$ cat config.mk
export PLATFORM = sky130hd
export DESIGN_NAME = timer2_pwm_baud_clockout
export DESIGN_NICKNAME = d
export VERILOG_FILES = /design/src/rtl/timer2_pkg.sv /design/src/rtl/timer2_pwm_baud_clockout.sv
export VERILOG_INCLUDE_DIRS = /design/src /design/src/rtl
export SDC_FILE = /design/constraint.sdc
export NUM_CORES = 1
export LEC_CHECK = 0
export ABC_AREA = 1
export BUFFER_PORTS_ARGS = -buffer_cell sky130_fd_sc_hd__buf_4
export CORE_MARGIN = 1
export CORE_UTILIZATION = 30
export CTS_CLUSTER_DIAMETER = 50
export DETAILED_ROUTE_END_ITERATION = 7
export PLACE_DENSITY_LB_ADDON = 0.15
export RECOVER_POWER = 100
export SLEW_MARGIN = 30
export SYNTH_ARGS = -nofsm -noshare
export SYNTH_HDL_FRONTEND = slang
export SYNTH_SLANG_ARGS = --single-unit
$ cat constraint.sdc
create_clock -name CORE_CLK -period 2.25 [get_ports CORE_CLK]
set_input_delay 0.1125 -clock CORE_CLK [delete_from_list [all_inputs] [get_ports CORE_CLK]]
set_output_delay 0.1125 -clock CORE_CLK [all_outputs]
set_load 0.02 [all_outputs]
$ cat src/rtl/timer2_consts.svh
/*
  Register offsets, field positions, reset values and counts for the second general timer.
  Assumes byte addresses on a 32-bit Avalon-MM bus, one register per aligned word.
*/
`ifndef TIMER2_CONSTS_SVH
`define TIMER2_CONSTS_SVH

`define OFS_CONTROL      8'hc8
`define OFS_MODE         8'hd0
`define OFS_MODE1        8'hd4
`define OFS_COUNT_LOW    8'hd8
`define OFS_COUNT_HIGH   8'hdc
`define OFS_RELOAD_LOW   8'he0
`define OFS_RELOAD_HIGH  8'he4

`define RST_CONTROL      8'h00
`define RST_MODE         8'h00
`define RST_MODE1        8'h00
`define RST_BYTE         8'h00

`define CTL_OVF          7
`define CTL_EXT          6
`define CTL_BANK_HI      5
`define CTL_BANK_LO      4
`define CTL_FALL_EN      3
`define CTL_HIGH_RUN     2
`define CTL_CLK0         1
`define CTL_CAP_RL       0

`define MOD_SPLIT        7
`define MOD_LCLK0        6
`define MOD_RISE_EN      5
`define MOD_CLK1         4
`define MOD_LOW_RUN      3
`define MOD_LRUN_CLR     2
`define MOD_CLKOUT_EN    1
`define MOD_MODE0        0

`define MOD1_LCLK1       7
`define MOD1_OVF_IGN     6
`define MOD1_BANK        5
`define MOD1_CLK2        4
`define MOD1_MODE1       3

`define DIV12_LAST       4'hb
`define BYTE_FULL        8'hff
`define WORD_FULL        16'hffff

`endif

$ cat src/rtl/timer2_pkg.sv
/*
  Types shared by the second general timer.
  Assumes the constants header is compiled alongside it.
*/
package timer2_pkg;

   typedef logic [7:0] byte_t;

   typedef enum logic [2:0]
   {
      HSRC_DIV12   = 3'h0,
      HSRC_PIN     = 3'h1,
      HSRC_SYSTEM_CLOCK  = 3'h2,
      HSRC_EXTINT0 = 3'h3,
      HSRC_UART1   = 3'h4,
      HSRC_TIMER0  = 3'h5,
      HSRC_COMP0   = 3'h6,
      HSRC_KEYPAD  = 3'h7
   } hsrc_e;

   typedef enum logic [1:0]
   {
      LSRC_DIV12   = 2'h0,
      LSRC_SYSTEM_CLOCK  = 2'h1,
      LSRC_UART1   = 2'h2,
      LSRC_EXTINT0 = 2'h3
   } lsrc_e;

endpackage : timer2_pkg

$ cat src/rtl/timer2_pwm_baud_clockout.sv
/*
  Second general timer: 16-bit and split counters, capture, auto-reload, split PWM,
  baud clocks for the serial port and a 50% clock output, behind an Avalon-MM slave.
  Assumes event inputs are one-cycle pulses on CORE_CLK and the two pins are asynchronous.
*/
// Chosen here: the Avalon-MM slave port.
// How it works
// - Split capture-with-auto-zero: two 8-bit counters, capture plus zero, three flags.
// - Split PWM: high count and high reload form the 8-bit period counter.
// - Split PWM: low count is compare value, low reload buffers new duty.
// - Split PWM: high overflow sets overflow flag and copies low reload to low count.
// - PWM drives the clock-out pin only while clock-output enable is set.
// - Transmit and receive select bits pick Timer 1 or this timer overflow.
// - Baud mode: high byte rollover reloads the full 16-bit counter.
// - While a serial select bit is set, 16-bit rollover sets no overflow flag.
// - In baud use an enabled external edge sets its flag without reload or capture.
// - Split baud: low byte is baud generator, high byte stays auto-reload timer.
// - Clock output gives 50% duty at counter clock over 2 x (65536 - reload).
// - Clock-output mode: each 16-bit overflow reloads both counter bytes.
// - Baud and clock output share one overflow rate, with no interrupt.
// - Split clock output toggles on low overflow, reloading from low reload.
// - Split: low overflow sets sticky low flag; interrupt only with its enable.
// - Control bits 5 and 4 are banked by the bank select bit.
// - Overflow flag set by hardware, cleared by software, interrupt can be ignored.
// - External flag set on enabled falling or rising edge, shares the interrupt.
// - Three-bit code picks counter clock; run bit drives high byte in split mode.
// - Capture/reload bit and mode bit 0 pick one of four modes.
`include "timer2_consts.svh"
`timescale 1ns/1ps
`default_nettype none

module timer2_pwm_baud_clockout
   import timer2_pkg::*;
(
   input  wire logic        CORE_CLK,
   input  wire logic        RST,
   input  wire logic [7:0]  AVS_ADDRESS,
   input  wire logic        AVS_READ,
   input  wire logic        AVS_WRITE,
   input  wire logic [31:0] AVS_WRITEDATA,
   input  wire logic [3:0]  AVS_BYTEENABLE,
   output var  logic [31:0] AVS_READDATA,
   output var  logic        AVS_WAITREQUEST,
   input  wire logic        COUNT_PIN,
   input  wire logic        EXT_TRIGGER_PIN,
   input  wire logic        EXTINT0_EVENT,
   input  wire logic        UART1_BAUD_OVERFLOW,
   input  wire logic        TIMER0_OVERFLOW,
   input  wire logic        COMPARATOR0_EVENT,
   input  wire logic        KEYPAD_EVENT,
   input  wire logic        TIMER1_OVERFLOW,
   output var  logic        CLKOUT_PIN,
   output var  logic        TX_BAUD_CLK,
   output var  logic        RX_BAUD_CLK,
   output var  logic        OVF_EVENT,
   output var  logic        TIMER_IRQ
);

   byte_t       ctrl_r;
   byte_t       mode_r;
   byte_t       mode1_r;
   byte_t       count_low_r;
   byte_t       count_high_r;
   byte_t       reload_low_r;
   byte_t       reload_high_r;
   logic        rx_baud_select_r;
   logic        tx_baud_select_r;
   logic        low_ovf_flag_r;
   logic        low_ovf_irq_enable_r;
   logic        wait_r;
   logic [31:0] rdata_r;
   logic [3:0]  div12_r;
   logic        toggle_r;
   logic        clkout_r;
   logic        tx_r;
   logic        rx_r;
   logic        ovf_ev_r;
   logic        irq_r;
   logic [1:0]  sync1_r;
   logic [1:0]  sync2_r;
   logic [1:0]  sync3_r;
   logic [1:0]  filt_r;
   logic [1:0]  prev_r;
   logic [1:0]  fall_w;
   logic [1:0]  rise_w;

   logic        wr_go;
   logic        rd_go;
   logic        split;
   logic        cap;
   logic        bit0;
   logic        pwm;
   logic        baud_any;
   logic        baud16;
   logic        clkout16;
   logic        tick12;
   logic        htick;
   logic        ltick;
   logic        edge_ev;
   logic        edge_act;
   logic        ov16;
   logic        ovh;
   logic        ovl;
   logic        ovf_ev;
   byte_t       wbyte;
   byte_t       ctrl_view;

   assign wbyte    = AVS_WRITEDATA[7:0];
   assign wr_go    = AVS_WRITE & ~wait_r & AVS_BYTEENABLE[0];
   assign rd_go    = AVS_READ & wait_r;
   assign split    = mode_r[`MOD_SPLIT];
   assign cap      = ctrl_r[`CTL_CAP_RL];
   assign bit0     = mode_r[`MOD_MODE0];
   assign pwm      = split & mode1_r[`MOD1_MODE1] & ~cap & ~bit0;
   assign baud_any = rx_baud_select_r | tx_baud_select_r;
   assign baud16   = ~split & baud_any;
   assign clkout16 = ~split & ~cap & mode_r[`MOD_CLKOUT_EN];
   assign tick12   = (div12_r == `DIV12_LAST);

   // Pins pass three flops; a level counts only once the second and third agree.
   genvar gi;
   generate
      for (gi = 0; gi < 2; gi++)
      begin : g_pin
         always_ff @(posedge CORE_CLK or posedge RST)
         begin
            if (RST)
            begin
               sync1_r[gi] <= 1'b1;
               sync2_r[gi] <= 1'b1;
               sync3_r[gi] <= 1'b1;
               filt_r[gi]  <= 1'b1;
               prev_r[gi]  <= 1'b1;
            end
            else
            begin
               sync1_r[gi] <= (gi == 0) ? COUNT_PIN : EXT_TRIGGER_PIN;
               sync2_r[gi] <= sync1_r[gi];
               sync3_r[gi] <= sync2_r[gi];
               if (sync2_r[gi] == sync3_r[gi])
                  filt_r[gi] <= sync3_r[gi];
               prev_r[gi]  <= filt_r[gi];
            end
         end
         assign fall_w[gi] = prev_r[gi] & ~filt_r[gi];
         assign rise_w[gi] = ~prev_r[gi] & filt_r[gi];
      end
   endgenerate

   assign edge_ev  = (fall_w[1] & ctrl_r[`CTL_FALL_EN]) | (rise_w[1] & mode_r[`MOD_RISE_EN]);
   // no reload or capture in baud use
   assign edge_act = edge_ev & ~baud_any;

   always_ff @(posedge CORE_CLK or posedge RST)
   begin
      if (RST)
         div12_r <= 4'h0;
      else if (tick12)
         div12_r <= 4'h0;
      else
         div12_r <= div12_r + 4'h1;
   end

   // Low-byte overflow, needed by the high-byte source select in split mode.
   always_comb
   begin
      case (lsrc_e'({mode1_r[`MOD1_LCLK1], mode_r[`MOD_LCLK0]}))
         LSRC_DIV12:   ltick = tick12;
         LSRC_SYSTEM_CLOCK:  ltick = 1'b1;
         LSRC_UART1:   ltick = UART1_BAUD_OVERFLOW;
         LSRC_EXTINT0: ltick = EXTINT0_EVENT;
         default:      ltick = 1'b0;
      endcase
   end

   assign ovl = split & ~pwm & ctrl_low_run(mode_r) & ltick & (count_low_r == `BYTE_FULL);

   function automatic logic ctrl_low_run(input byte_t m);
      ctrl_low_run = m[`MOD_LOW_RUN];
   endfunction : ctrl_low_run

   always_comb
   begin
      case (hsrc_e'({mode1_r[`MOD1_CLK2], mode_r[`MOD_CLK1], ctrl_r[`CTL_CLK0]}))
         HSRC_DIV12:   htick = tick12;
         HSRC_PIN:     htick = fall_w[0];
         HSRC_SYSTEM_CLOCK:  htick = 1'b1;
         HSRC_EXTINT0: htick = split ? ovl : EXTINT0_EVENT;
         HSRC_UART1:   htick = UART1_BAUD_OVERFLOW;
         HSRC_TIMER0:  htick = TIMER0_OVERFLOW;
         HSRC_COMP0:   htick = COMPARATOR0_EVENT;
         HSRC_KEYPAD:  htick = KEYPAD_EVENT;
         default:      htick = 1'b0;
      endcase
   end

   assign ov16 = ~split & ctrl_r[`CTL_HIGH_RUN] & htick
                 & ({count_high_r, count_low_r} == `WORD_FULL);
   assign ovh  = split & ctrl_r[`CTL_HIGH_RUN] & htick & (count_high_r == `BYTE_FULL);
   assign ovf_ev = pwm ? ovh : (split ? ovl : ov16);

   // Avalon slave: every request waits one cycle, so decode and read data line up.
   always_ff @(posedge CORE_CLK or posedge RST)
   begin
      if (RST)
      begin
         wait_r  <= 1'b1;
         rdata_r <= 32'h0;
      end
      else
      begin
         wait_r <= ~((AVS_READ | AVS_WRITE) & wait_r);
         if (rd_go)
         begin
            case (AVS_ADDRESS)
               `OFS_CONTROL:     rdata_r <= {24'h0, ctrl_view};
               `OFS_MODE:        rdata_r <= {24'h0, mode_r};
               `OFS_MODE1:       rdata_r <= {24'h0, mode1_r};
               `OFS_COUNT_LOW:   rdata_r <= {24'h0, count_low_r};
               `OFS_COUNT_HIGH:  rdata_r <= {24'h0, count_high_r};
               `OFS_RELOAD_LOW:  rdata_r <= {24'h0, reload_low_r};
               `OFS_RELOAD_HIGH: rdata_r <= {24'h0, reload_high_r};
               default:          rdata_r <= 32'h0;
            endcase
         end
      end
   end

   // banked view of bits 5 and 4
   always_comb
   begin
      ctrl_view = ctrl_r;
      if (mode1_r[`MOD1_BANK])
      begin
         ctrl_view[`CTL_BANK_HI] = low_ovf_flag_r;
         ctrl_view[`CTL_BANK_LO] = low_ovf_irq_enable_r;
      end
      else
      begin
         ctrl_view[`CTL_BANK_HI] = rx_baud_select_r;
         ctrl_view[`CTL_BANK_LO] = tx_baud_select_r;
      end
   end

   // Control register; hardware sets on the flags win over a software clear.
   always_ff @(posedge CORE_CLK or posedge RST)
   begin
      if (RST)
         ctrl_r <= `RST_CONTROL;
      else
      begin
         if (wr_go && AVS_ADDRESS == `OFS_CONTROL)
            ctrl_r <= {wbyte[7:6], 2'b00, wbyte[3:0]};
         if ((ov16 & ~baud_any) | ovh)
            ctrl_r[`CTL_OVF] <= 1'b1;
         if (edge_ev)
            ctrl_r[`CTL_EXT] <= 1'b1;
      end
   end

   // banked bits written through the control offset
   always_ff @(posedge CORE_CLK or posedge RST)
   begin
      if (RST)
      begin
         rx_baud_select_r     <= 1'b0;
         tx_baud_select_r     <= 1'b0;
         low_ovf_flag_r       <= 1'b0;
         low_ovf_irq_enable_r <= 1'b0;
      end
      else
      begin
         if (wr_go && AVS_ADDRESS == `OFS_CONTROL)
         begin
            if (mode1_r[`MOD1_BANK])
            begin
               low_ovf_flag_r       <= wbyte[`CTL_BANK_HI];
               low_ovf_irq_enable_r <= wbyte[`CTL_BANK_LO];
            end
            else
            begin
               rx_baud_select_r <= wbyte[`CTL_BANK_HI];
               tx_baud_select_r <= wbyte[`CTL_BANK_LO];
            end
         end
         if (ovl)
            low_ovf_flag_r <= 1'b1;
      end
   end

   always_ff @(posedge CORE_CLK or posedge RST)
   begin
      if (RST)
      begin
         mode_r  <= `RST_MODE;
         mode1_r <= `RST_MODE1;
      end
      else
      begin
         if (wr_go && AVS_ADDRESS == `OFS_MODE)
            mode_r <= wbyte;
         if (wr_go && AVS_ADDRESS == `OFS_MODE1)
            mode1_r <= {wbyte[7:3], 3'b000};
         // The low run bit may be stopped by a high overflow or a capture.
         if (mode_r[`MOD_LRUN_CLR] && ((ovh && !cap) || (edge_act && cap && split)))
            mode_r[`MOD_LOW_RUN] <= 1'b0;
      end
   end

   // Reload bytes: written by software, or loaded from the counter on capture.
   always_ff @(posedge CORE_CLK or posedge RST)
   begin
      if (RST)
      begin
         reload_low_r  <= `RST_BYTE;
         reload_high_r <= `RST_BYTE;
      end
      else
      begin
         // capture in split and 16-bit alike
         if (edge_act && cap)
         begin
            reload_low_r  <= count_low_r;
            reload_high_r <= count_high_r;
         end
         // low reload is the duty buffer
         if (wr_go && AVS_ADDRESS == `OFS_RELOAD_LOW)
            reload_low_r <= wbyte;
         if (wr_go && AVS_ADDRESS == `OFS_RELOAD_HIGH)
            reload_high_r <= wbyte;
      end
   end

   // High counter byte. Software writes take precedence, as they land on a stopped timer.
   always_ff @(posedge CORE_CLK or posedge RST)
   begin
      if (RST)
         count_high_r <= `RST_BYTE;
      else if (wr_go && AVS_ADDRESS == `OFS_COUNT_HIGH)
         count_high_r <= wbyte;
      else if (edge_act && cap && bit0)
         count_high_r <= 8'h00;
      else if (edge_act && !cap && bit0 && !pwm)
         count_high_r <= reload_high_r;
      else if (ov16)
         count_high_r <= cap && !baud16 ? 8'h00 : reload_high_r;
      else if (ovh)
         count_high_r <= cap ? 8'h00 : reload_high_r;
      else if (ctrl_r[`CTL_HIGH_RUN] && htick && (split || count_low_r == `BYTE_FULL))
         count_high_r <= count_high_r + 8'h01;
   end

   // Low counter byte.
   always_ff @(posedge CORE_CLK or posedge RST)
   begin
      if (RST)
         count_low_r <= `RST_BYTE;
      else if (wr_go && AVS_ADDRESS == `OFS_COUNT_LOW)
         count_low_r <= wbyte;
      else if (pwm)
      begin
         if (ovh)
            count_low_r <= reload_low_r;
      end
      else if (edge_act && cap && bit0)
         count_low_r <= 8'h00;
      else if (edge_act && !cap && bit0)
         count_low_r <= reload_low_r;
      else if (ov16)
         count_low_r <= cap && !baud16 ? 8'h00 : reload_low_r;
      // low byte as 8-bit baud generator
      else if (ovl)
         count_low_r <= cap ? 8'h00 : reload_low_r;
      else if (!split && ctrl_r[`CTL_HIGH_RUN] && htick)
         count_low_r <= count_low_r + 8'h01;
      else if (split && mode_r[`MOD_LOW_RUN] && ltick)
         count_low_r <= count_low_r + 8'h01;
   end

   // Clock output and serial clocks.
   always_ff @(posedge CORE_CLK or posedge RST)
   begin
      if (RST)
      begin
         toggle_r <= 1'b0;
         clkout_r <= 1'b0;
         tx_r     <= 1'b0;
         rx_r     <= 1'b0;
         ovf_ev_r <= 1'b0;
      end
      else
      begin
         // toggle per overflow gives 50% duty
         if ((split && ovl) || (clkout16 && ov16))
            toggle_r <= ~toggle_r;
         if (pwm)
            clkout_r <= mode_r[`MOD_CLKOUT_EN] & (count_high_r < count_low_r);
         else
            clkout_r <= mode_r[`MOD_CLKOUT_EN] & (split | ~cap) & toggle_r;
         tx_r     <= tx_baud_select_r ? ovf_ev : TIMER1_OVERFLOW;
         rx_r     <= rx_baud_select_r ? ovf_ev : TIMER1_OVERFLOW;
         ovf_ev_r <= ovf_ev;
      end
   end

   // Shared interrupt request.
   always_ff @(posedge CORE_CLK or posedge RST)
   begin
      if (RST)
         irq_r <= 1'b0;
      else
      begin
         // low flag gated by its enable
         irq_r <= (ctrl_r[`CTL_OVF] & ~mode1_r[`MOD1_OVF_IGN] & ~clkout16)
                  | ctrl_r[`CTL_EXT]
                  | (low_ovf_flag_r & low_ovf_irq_enable_r);
      end
   end

   assign AVS_READDATA    = rdata_r;
   assign AVS_WAITREQUEST = wait_r;
   assign CLKOUT_PIN      = clkout_r;
   assign TX_BAUD_CLK     = tx_r;
   assign RX_BAUD_CLK     = rx_r;
   assign OVF_EVENT       = ovf_ev_r;
   assign TIMER_IRQ       = irq_r;

endmodule : timer2_pwm_baud_clockout

`default_nettype wire

* After elaboration in Yosys (flattened, before gate mapping)
Index checks and enable logic that the tools add are counted.
** Word-level totals
- Word-level logic and storage cells :: 203
- Bits in registers :: 108
- Output and inout port bits :: 38
** Operators by class
- Equal/unequal tests :: 24
- Reduce and logical (&&, ||, !) cells :: 46
- Multiplexer cells :: 42
- Bitwise gates (word level) :: 54
- Order comparisons :: 1
- Add/sub/neg operators :: 3
** Operators by type and width (number)
- 2-to-1 mux 8 bit :: 24
- == test 8 bit (second input constant) :: 9
- case mux 8 bit (7 select lines) :: 1
- bitwise AND 1 bit :: 33
- logical AND 1 bit :: 24
- adder 8 x 1 -> 8 bit (second input constant) :: 2
- == test 16 bit (second input constant) :: 1
- NOT 1 bit :: 14
- nonzero test 2 bit :: 7
- == test 3 bit (second input constant) :: 4
- 2-to-1 mux 1 bit :: 12
- < comparator 8 bit :: 1
- 2-to-1 mux 4 bit :: 2
- case mux 1 bit (8 select lines) :: 1
- AND reduction 2 bit :: 4
- nonzero test 8 bit :: 1
- OR 1 bit :: 7
- == test 3 x 2 -> 1 bit (second input constant) :: 2
- nonzero test 6 bit :: 1
- adder 4 x 1 -> 4 bit (second input constant) :: 1
- == test 2 bit (second input constant) :: 2
- == test 4 bit (second input constant) :: 1
- logical NOT 1 bit :: 4
- case mux 1 bit (4 select lines) :: 1
- 8 further kinds :: 11

* Longest topological paths before layout
- Word-level depth :: 18
- Gate-level depth with buffers :: 17
- Gate-level depth less buffers :: 16

* Worst setup path after synthesis
No wires, ideal clock.
- Kind :: register to register
- Start point :: reg count_low_r[0]
- End point :: reg count_high_r[0]
- Path slack :: 0.203 ns
- Library setup time :: 0.118 ns
- Path buffers :: 1
- Period minus slack after synthesis :: 2.047 ns
- Required time :: 2.132 ns
- Stages on the path, launching flop included :: 16
- Arrival time :: 1.929 ns
- Cells stage by stage :: dfrtp_1 > ha_1 > nand3_2 > nor2_4 > nand4_4 > nand2_2 > nand2_2 > nand2_4 > nand2_2 > nor2_4 > nand2_1 > nand3b_2 > buf_6 > nand2_1 > a21oi_1 > nor2_1
** On the way
- Cells in the longest elaborated chain, start to end :: 11
- Elaborated cells on any way between the ends :: 18
** RTL lines
- start, declared :: RTL line timer2_pwm_baud_clockout.sv:62 : byte_t count_low_r;
- start signal, assigned :: RTL line timer2_pwm_baud_clockout.sv:357 : count_low_r <= `RST_BYTE;
- start signal, assigned :: RTL line timer2_pwm_baud_clockout.sv:359 : count_low_r <= wbyte;
- start signal, assigned :: RTL line timer2_pwm_baud_clockout.sv:363 : count_low_r <= reload_low_r;
- == test 8 bit (no source line)
- bitwise AND 1 bit :: RTL line timer2_pwm_baud_clockout.sv:176 : assign ovl = split & ~pwm & ctrl_low_run(mode_r) & ltick & (count_low_r == `BYTE_FULL);
- 2-to-1 mux 1 bit :: RTL line timer2_pwm_baud_clockout.sv:188 : HSRC_EXTINT0: htick = split ? ovl : EXTINT0_EVENT;
- case mux 1 bit (8 select lines) :: RTL line timer2_pwm_baud_clockout.sv:184 : case (hsrc_e'({mode1_r[`MOD1_CLK2], mode_r[`MOD_CLK1], ctrl_r[`CTL_CLK0]}))
- bitwise AND 1 bit (2 in a row) :: RTL line timer2_pwm_baud_clockout.sv:199 : assign ovh = split & ctrl_r[`CTL_HIGH_RUN] & htick & (count_high_r == `BYTE_FULL);
- 2-to-1 mux 8 bit :: RTL line timer2_pwm_baud_clockout.sv:347 : else if (ovh)
- 2-to-1 mux 8 bit :: RTL line timer2_pwm_baud_clockout.sv:345 : else if (ov16)
- 2-to-1 mux 8 bit :: RTL line timer2_pwm_baud_clockout.sv:343 : else if (edge_act && !cap && bit0 && !pwm)
- 2-to-1 mux 8 bit :: RTL line timer2_pwm_baud_clockout.sv:341 : else if (edge_act && cap && bit0)
- 2-to-1 mux 8 bit :: RTL line timer2_pwm_baud_clockout.sv:339 : else if (wr_go && AVS_ADDRESS == `OFS_COUNT_HIGH)
- end signal, assigned :: RTL line timer2_pwm_baud_clockout.sv:340 : count_high_r <= wbyte;
- end signal, assigned :: RTL line timer2_pwm_baud_clockout.sv:344 : count_high_r <= reload_high_r;
- end signal, assigned :: RTL line timer2_pwm_baud_clockout.sv:346 : count_high_r <= cap && !baud16 ? 8'h00 : reload_high_r;
- end, declared :: RTL line timer2_pwm_baud_clockout.sv:63 : byte_t count_high_r;
Parallel ways exist; a longest one is shown, timed or not.
A chain may end at the register's enable or synchronous reset.

* Worst setup path in the final report
- Start point :: reg count_high_r[1]
- End point :: reg count_low_r[3]
** On the way
- Cells in the longest elaborated chain, start to end :: 7
- Elaborated cells on any way between the ends :: 12
** RTL lines
- start signal, assigned :: RTL line timer2_pwm_baud_clockout.sv:338 : count_high_r <= `RST_BYTE;
- start signal, assigned :: RTL line timer2_pwm_baud_clockout.sv:340
- start signal, assigned :: RTL line timer2_pwm_baud_clockout.sv:344
- == test 16 bit (no source line)
- bitwise AND 1 bit :: RTL line timer2_pwm_baud_clockout.sv:197 : assign ov16 = ~split & ctrl_r[`CTL_HIGH_RUN] & htick
- 2-to-1 mux 8 bit :: RTL line timer2_pwm_baud_clockout.sv:369 : else if (ov16)
- 2-to-1 mux 8 bit :: RTL line timer2_pwm_baud_clockout.sv:367 : else if (edge_act && !cap && bit0)
- 2-to-1 mux 8 bit :: RTL line timer2_pwm_baud_clockout.sv:365 : else if (edge_act && cap && bit0)
- 2-to-1 mux 8 bit :: RTL line timer2_pwm_baud_clockout.sv:360 : else if (pwm)
- 2-to-1 mux 8 bit :: RTL line timer2_pwm_baud_clockout.sv:358 : else if (wr_go && AVS_ADDRESS == `OFS_COUNT_LOW)
- end signal, assigned :: RTL line timer2_pwm_baud_clockout.sv:357
- end signal, assigned :: RTL line timer2_pwm_baud_clockout.sv:359
- end signal, assigned :: RTL line timer2_pwm_baud_clockout.sv:368 : count_low_r <= reload_low_r;
Parallel ways exist; a longest one is shown, timed or not.

==> flow_summary_export.csv <==
group,metric,value,unit
outcome,status,"complete, no violations",
cells_and_area,layoutNonFillerInstCount,1082,
sta,max_slew_margin,28.6,%
sta,final.period_utilization,98.3,%
cells_and_area,ff_latch_area,2120,µm²
setup_path,cp_slowest_stage_delay,0.40,ns
sta,tns,0,ns
cells_and_area,fin_nets,918,
setup_path,critPathKind,"reg -> reg",
power_and_ir_drop,clkPwrFrac,28.2,%
min_path,hold_depth,3,
synthesis,synthTopCellsByArea,"dfrtp_1, nand2_1, inv_1",
setup_path,r2r_slack,0.04,ns
grt,grt_antenna_before_repair,0,
power_and_ir_drop,power,0.00547,W
sta,slew_viol_final,0,
setup_path,crit_path_top_delay_cell,"dfrtp_1",
grt,gr-total-overflow,0,
route,met2WireLength,9270,µm
route,drt_wl_total,20700,µm
cells_and_area,area_growth_syn_to_layout,28.2,%
cells_and_area,drive_gt1_share,21.6,%
setup_path,crit_path_frequent_cell,"nand2_1",
floorplanning,die_h,136,µm
clocking,root_buffer,"clkbuf_16",
route,vias,5674,
synthesis,synth-seq-area-share,39.3,%
floorplanning,die_area,18500,µm²
route,met1Wirelength,9250,µm
setup_path,required,2.51,ns
cells_and_area,stdcell_area,6900,µm²
min_path,whs_endpoint,"ctrl_r[2]$_DFFE_PP0P_",
synthesis,ys_ff_latch,84,
synthesis,synth_common_cells,"nand2_1, inv_1, nor2_1",
setup_path,cp.arrival,2.47,ns
placement,port_buffers,42,
setup_path,cp-end-kind,"flop",
cells_and_area,multiInputGateArea,2910,µm²
clocking,insertion_delay,0.37,ns
power_and_ir_drop,peakVddDrop,415,µV
floorplanning,die_w,136,µm
sta,tightest_slew,1.07,ns
floorplanning,row_count,48,
synthesis,synthArstFlopShare,100,%
grt,grt_max_degree,48,
placement,place_ws,-0.102,ns
floorplanning,core_area,17400,µm²
setup_path,cp_max_fo,5,
clocking,clk_path_buf_depth,2,
placement,place_inst,1050,
route,drc,0,
cells_and_area,fillers,1866,
setup_path,cp_num_buf_inv,1,
placement,placed_area,6260,µm²
power_and_ir_drop,p_comb_share,35.2,%
power_and_ir_drop,switchingPower,0.00216,W
sta,worst_slack,0.0372,ns
setup_path,cp_top_family,"simple AND/OR/NAND/NOR gates",
clocking,cts_tree,"built",
synthesis,yosysMostFrequentCell,"nand2_1",
min_path,min_path_type,"in -> reg",
route,top_layer,"met4",
sta,final.setup_skew,0.0105,ns
setup_path,r2r_start,"count_high_r[1]$_DFFE_PP0P_",
sta,hold_viol_final,0,
clocking,clkTransAtPathRegs,0.07,ns
clocking,htree_levels,3,
floorplanning,start_util,30.9,%
synthesis,yosysUniqueCellTypes,44,
synthesis,synth_edf_count,0,
placement,dpl.hpwl,15200,µm
grt,grtUsageTotal,22.8,%
placement,gp_congestion,0.954,
synthesis,synth_cells,744,
cells_and_area,diodes,0,
route,first_iter_violations,493,
route,ant_nets,0,
sta,rsz0062_at_grt,"yes",
grt,grt_first_pass_wirelength,31000,µm
grt,grt_pass1_vias,5272,
sta,finalSetupViolations,0,
synthesis,synth_warnings,0,
clocking,clock_sinks,84,
setup_path,path_cells,"ha_4, nand3_4, nor3_4, nand3_4, nor3_4, nand4_4, buf_6, a21oi_2, nand2_1, nand2_1, nand2_1, nand2_1, nand2_1",
setup_path,r2r-end,"count_low_r[3]$_DFFE_PP0P_",
route,first_pass_iters,7,
route,via_per_inst,5.24,
sta,fmax,452,MHz
min_path,min-delay-start,"AVS_WRITEDATA[2]",
setup_path,rr_worst_depth,13,
route,wl_per_cell,19.1,µm
setup_path,critPathLaunchType,"flop",
power_and_ir_drop,p_int,0.00332,W
clocking,cts_buffers,9,
power_and_ir_drop,leakagePower,3.25,nW
flow_run,max_cap_viol_count,0,
route,wl_met3,1510,µm
power_and_ir_drop,p_per_area,793,nW/µm²
power_and_ir_drop,p_sw_share,39.4,%
synthesis,syn-cell-area,5390,µm²
power_and_ir_drop,p_seq_share,36.6,%
synthesis,synth_top_area_share,33.9,%
floorplanning,ios,94,
synthesis,synthFlopType,"dfrtp_1",
sta,min_period,2.21,ns
synthesis,avgSynthCellArea,7.24,µm²
synthesis,yosys.area.top_type,"dfrtp_1",
-- what timing repair did --
item,CTS,global route
cloned,0,2
setup buffers,0,8
endpoints found under the setup margin,12,20
resized for setup,5,40
pin swaps,1,10
endpoints found under the hold margin,14,0
hold buffers,6,0
-- per-stage QoR --
stage               utilization (%)  hold slack [ns]
floorplan                         -            0.117
global placement               36.0            0.180
detailed placement             36.0            0.194
CTS                            38.2           0.0233
global route                   39.6           0.0459
finish                         39.6           0.0291
-- worst max-delay path by stage --
stage,startpoint,end,slack [ns],cells after the start
after floorplan,count_low_r[0]$_DFFE_PP0P_,count_high_r[0]$_DFFE_PP0P_,0.20,15
after global placement,count_high_r[0]$_DFFE_PP0P_,count_low_r[4]$_DFFE_PP0P_,-0.06,11
after detailed placement,count_high_r[0]$_DFFE_PP0P_,count_low_r[3]$_DFFE_PP0P_,-0.10,11
after CTS,count_high_r[1]$_DFFE_PP0P_,count_low_r[3]$_DFFE_PP0P_,-0.005,13
after global routing,count_high_r[1]$_DFFE_PP0P_,count_low_r[3]$_DFFE_PP0P_,-0.10,13
final,count_high_r[1]$_DFFE_PP0P_,count_low_r[3]$_DFFE_PP0P_,0.04,13
-- power by group through the flow --
stage / registers [W] / logic, W / clock network [W]
after floorplan: 0.00201 / 0.00109 / 0
after global placement: 0.00199 / 0.00179 / 0
after detailed placement: 0.00199 / 0.00180 / 0
after CTS: 0.00197 / 0.00183 / 0.00157
after global routing: 0.00204 / 0.00213 / 0.00163
final: 0.00200 / 0.00193 / 0.00154
-- worst reg2reg max path, delay by kind of cell, from the launching register on --
kind | cells | cell delay (ns)
and+or+nand+nor | 10 | 1.21
DFF | 1 | 0.40
buffers and inverters | 1 | 0.20
adders and majority gates | 1 | 0.17
AOI/OAI and AO/OA | 1 | 0.11
-- final cells by class --
cell class | count | area share (%)
clock inverter | 7 | 1.11
sequential | 84 | 30.7
clock buffer | 9 | 3.26
multi-input combinational | 544 | 42.1
inverter | 98 | 5.38
timing repair buffer | 115 | 13.4
tap | 225 | 4.08
-- routing by layer --
metal  GRT usage (%)  vias to the layer above
li1                -                     2637
met1            31.7                     2744
met2            35.9                      255
met3            2.50                       38
met4            9.75                        0
met5               0                        -
-- cells by family (layout without fill, tap and decap cells) --
family	Yosys count	in the layout	share of synthesized area (%)
AND/OR/NAND/NOR	340	340	27.6
AO/OA/AOI/OAI	154	155	16.4
buffers and inverters	140	229	11.8
flip-flops	84	84	39.3
XOR/XNOR	13	13	2.11
adder cells (fa/ha/maj)	12	12	2.70
other	1	24	0.0696
-- state kept, by name, indices dropped and copies added (netlist names), 2 cells and up --
register,cells
sync3_r,2
count_high_r,8
prev_r,2
reload_low_r,8
reload_high_r,8
filt_r,2
AVS_READDATA,8
div12_r,4
mode1_r,5
count_low_r,8
sync1_r,2
sync2_r,2
ctrl_r,6
mode_r,8
-- cells in the final DEF (no fill, tap or decap), drive strengths merged, types with 2 or more instances in the layout --
master,n
dfrtp,73
nor4,5
a21boi,2
a31oi,2
conb,24
nand4,10
xor2,11
nor3,20
o21ai,68
clkbuf,12
dfstp,11
o211ai,6
nand2,171
o22ai,24
nor2,81
nand3,51
o221ai,10
ha,10
a21oi,38
buf,106
inv,103
maj3,2
xnor2,2
dlygate4sd3,6
(Power assumes the default switching activity.)
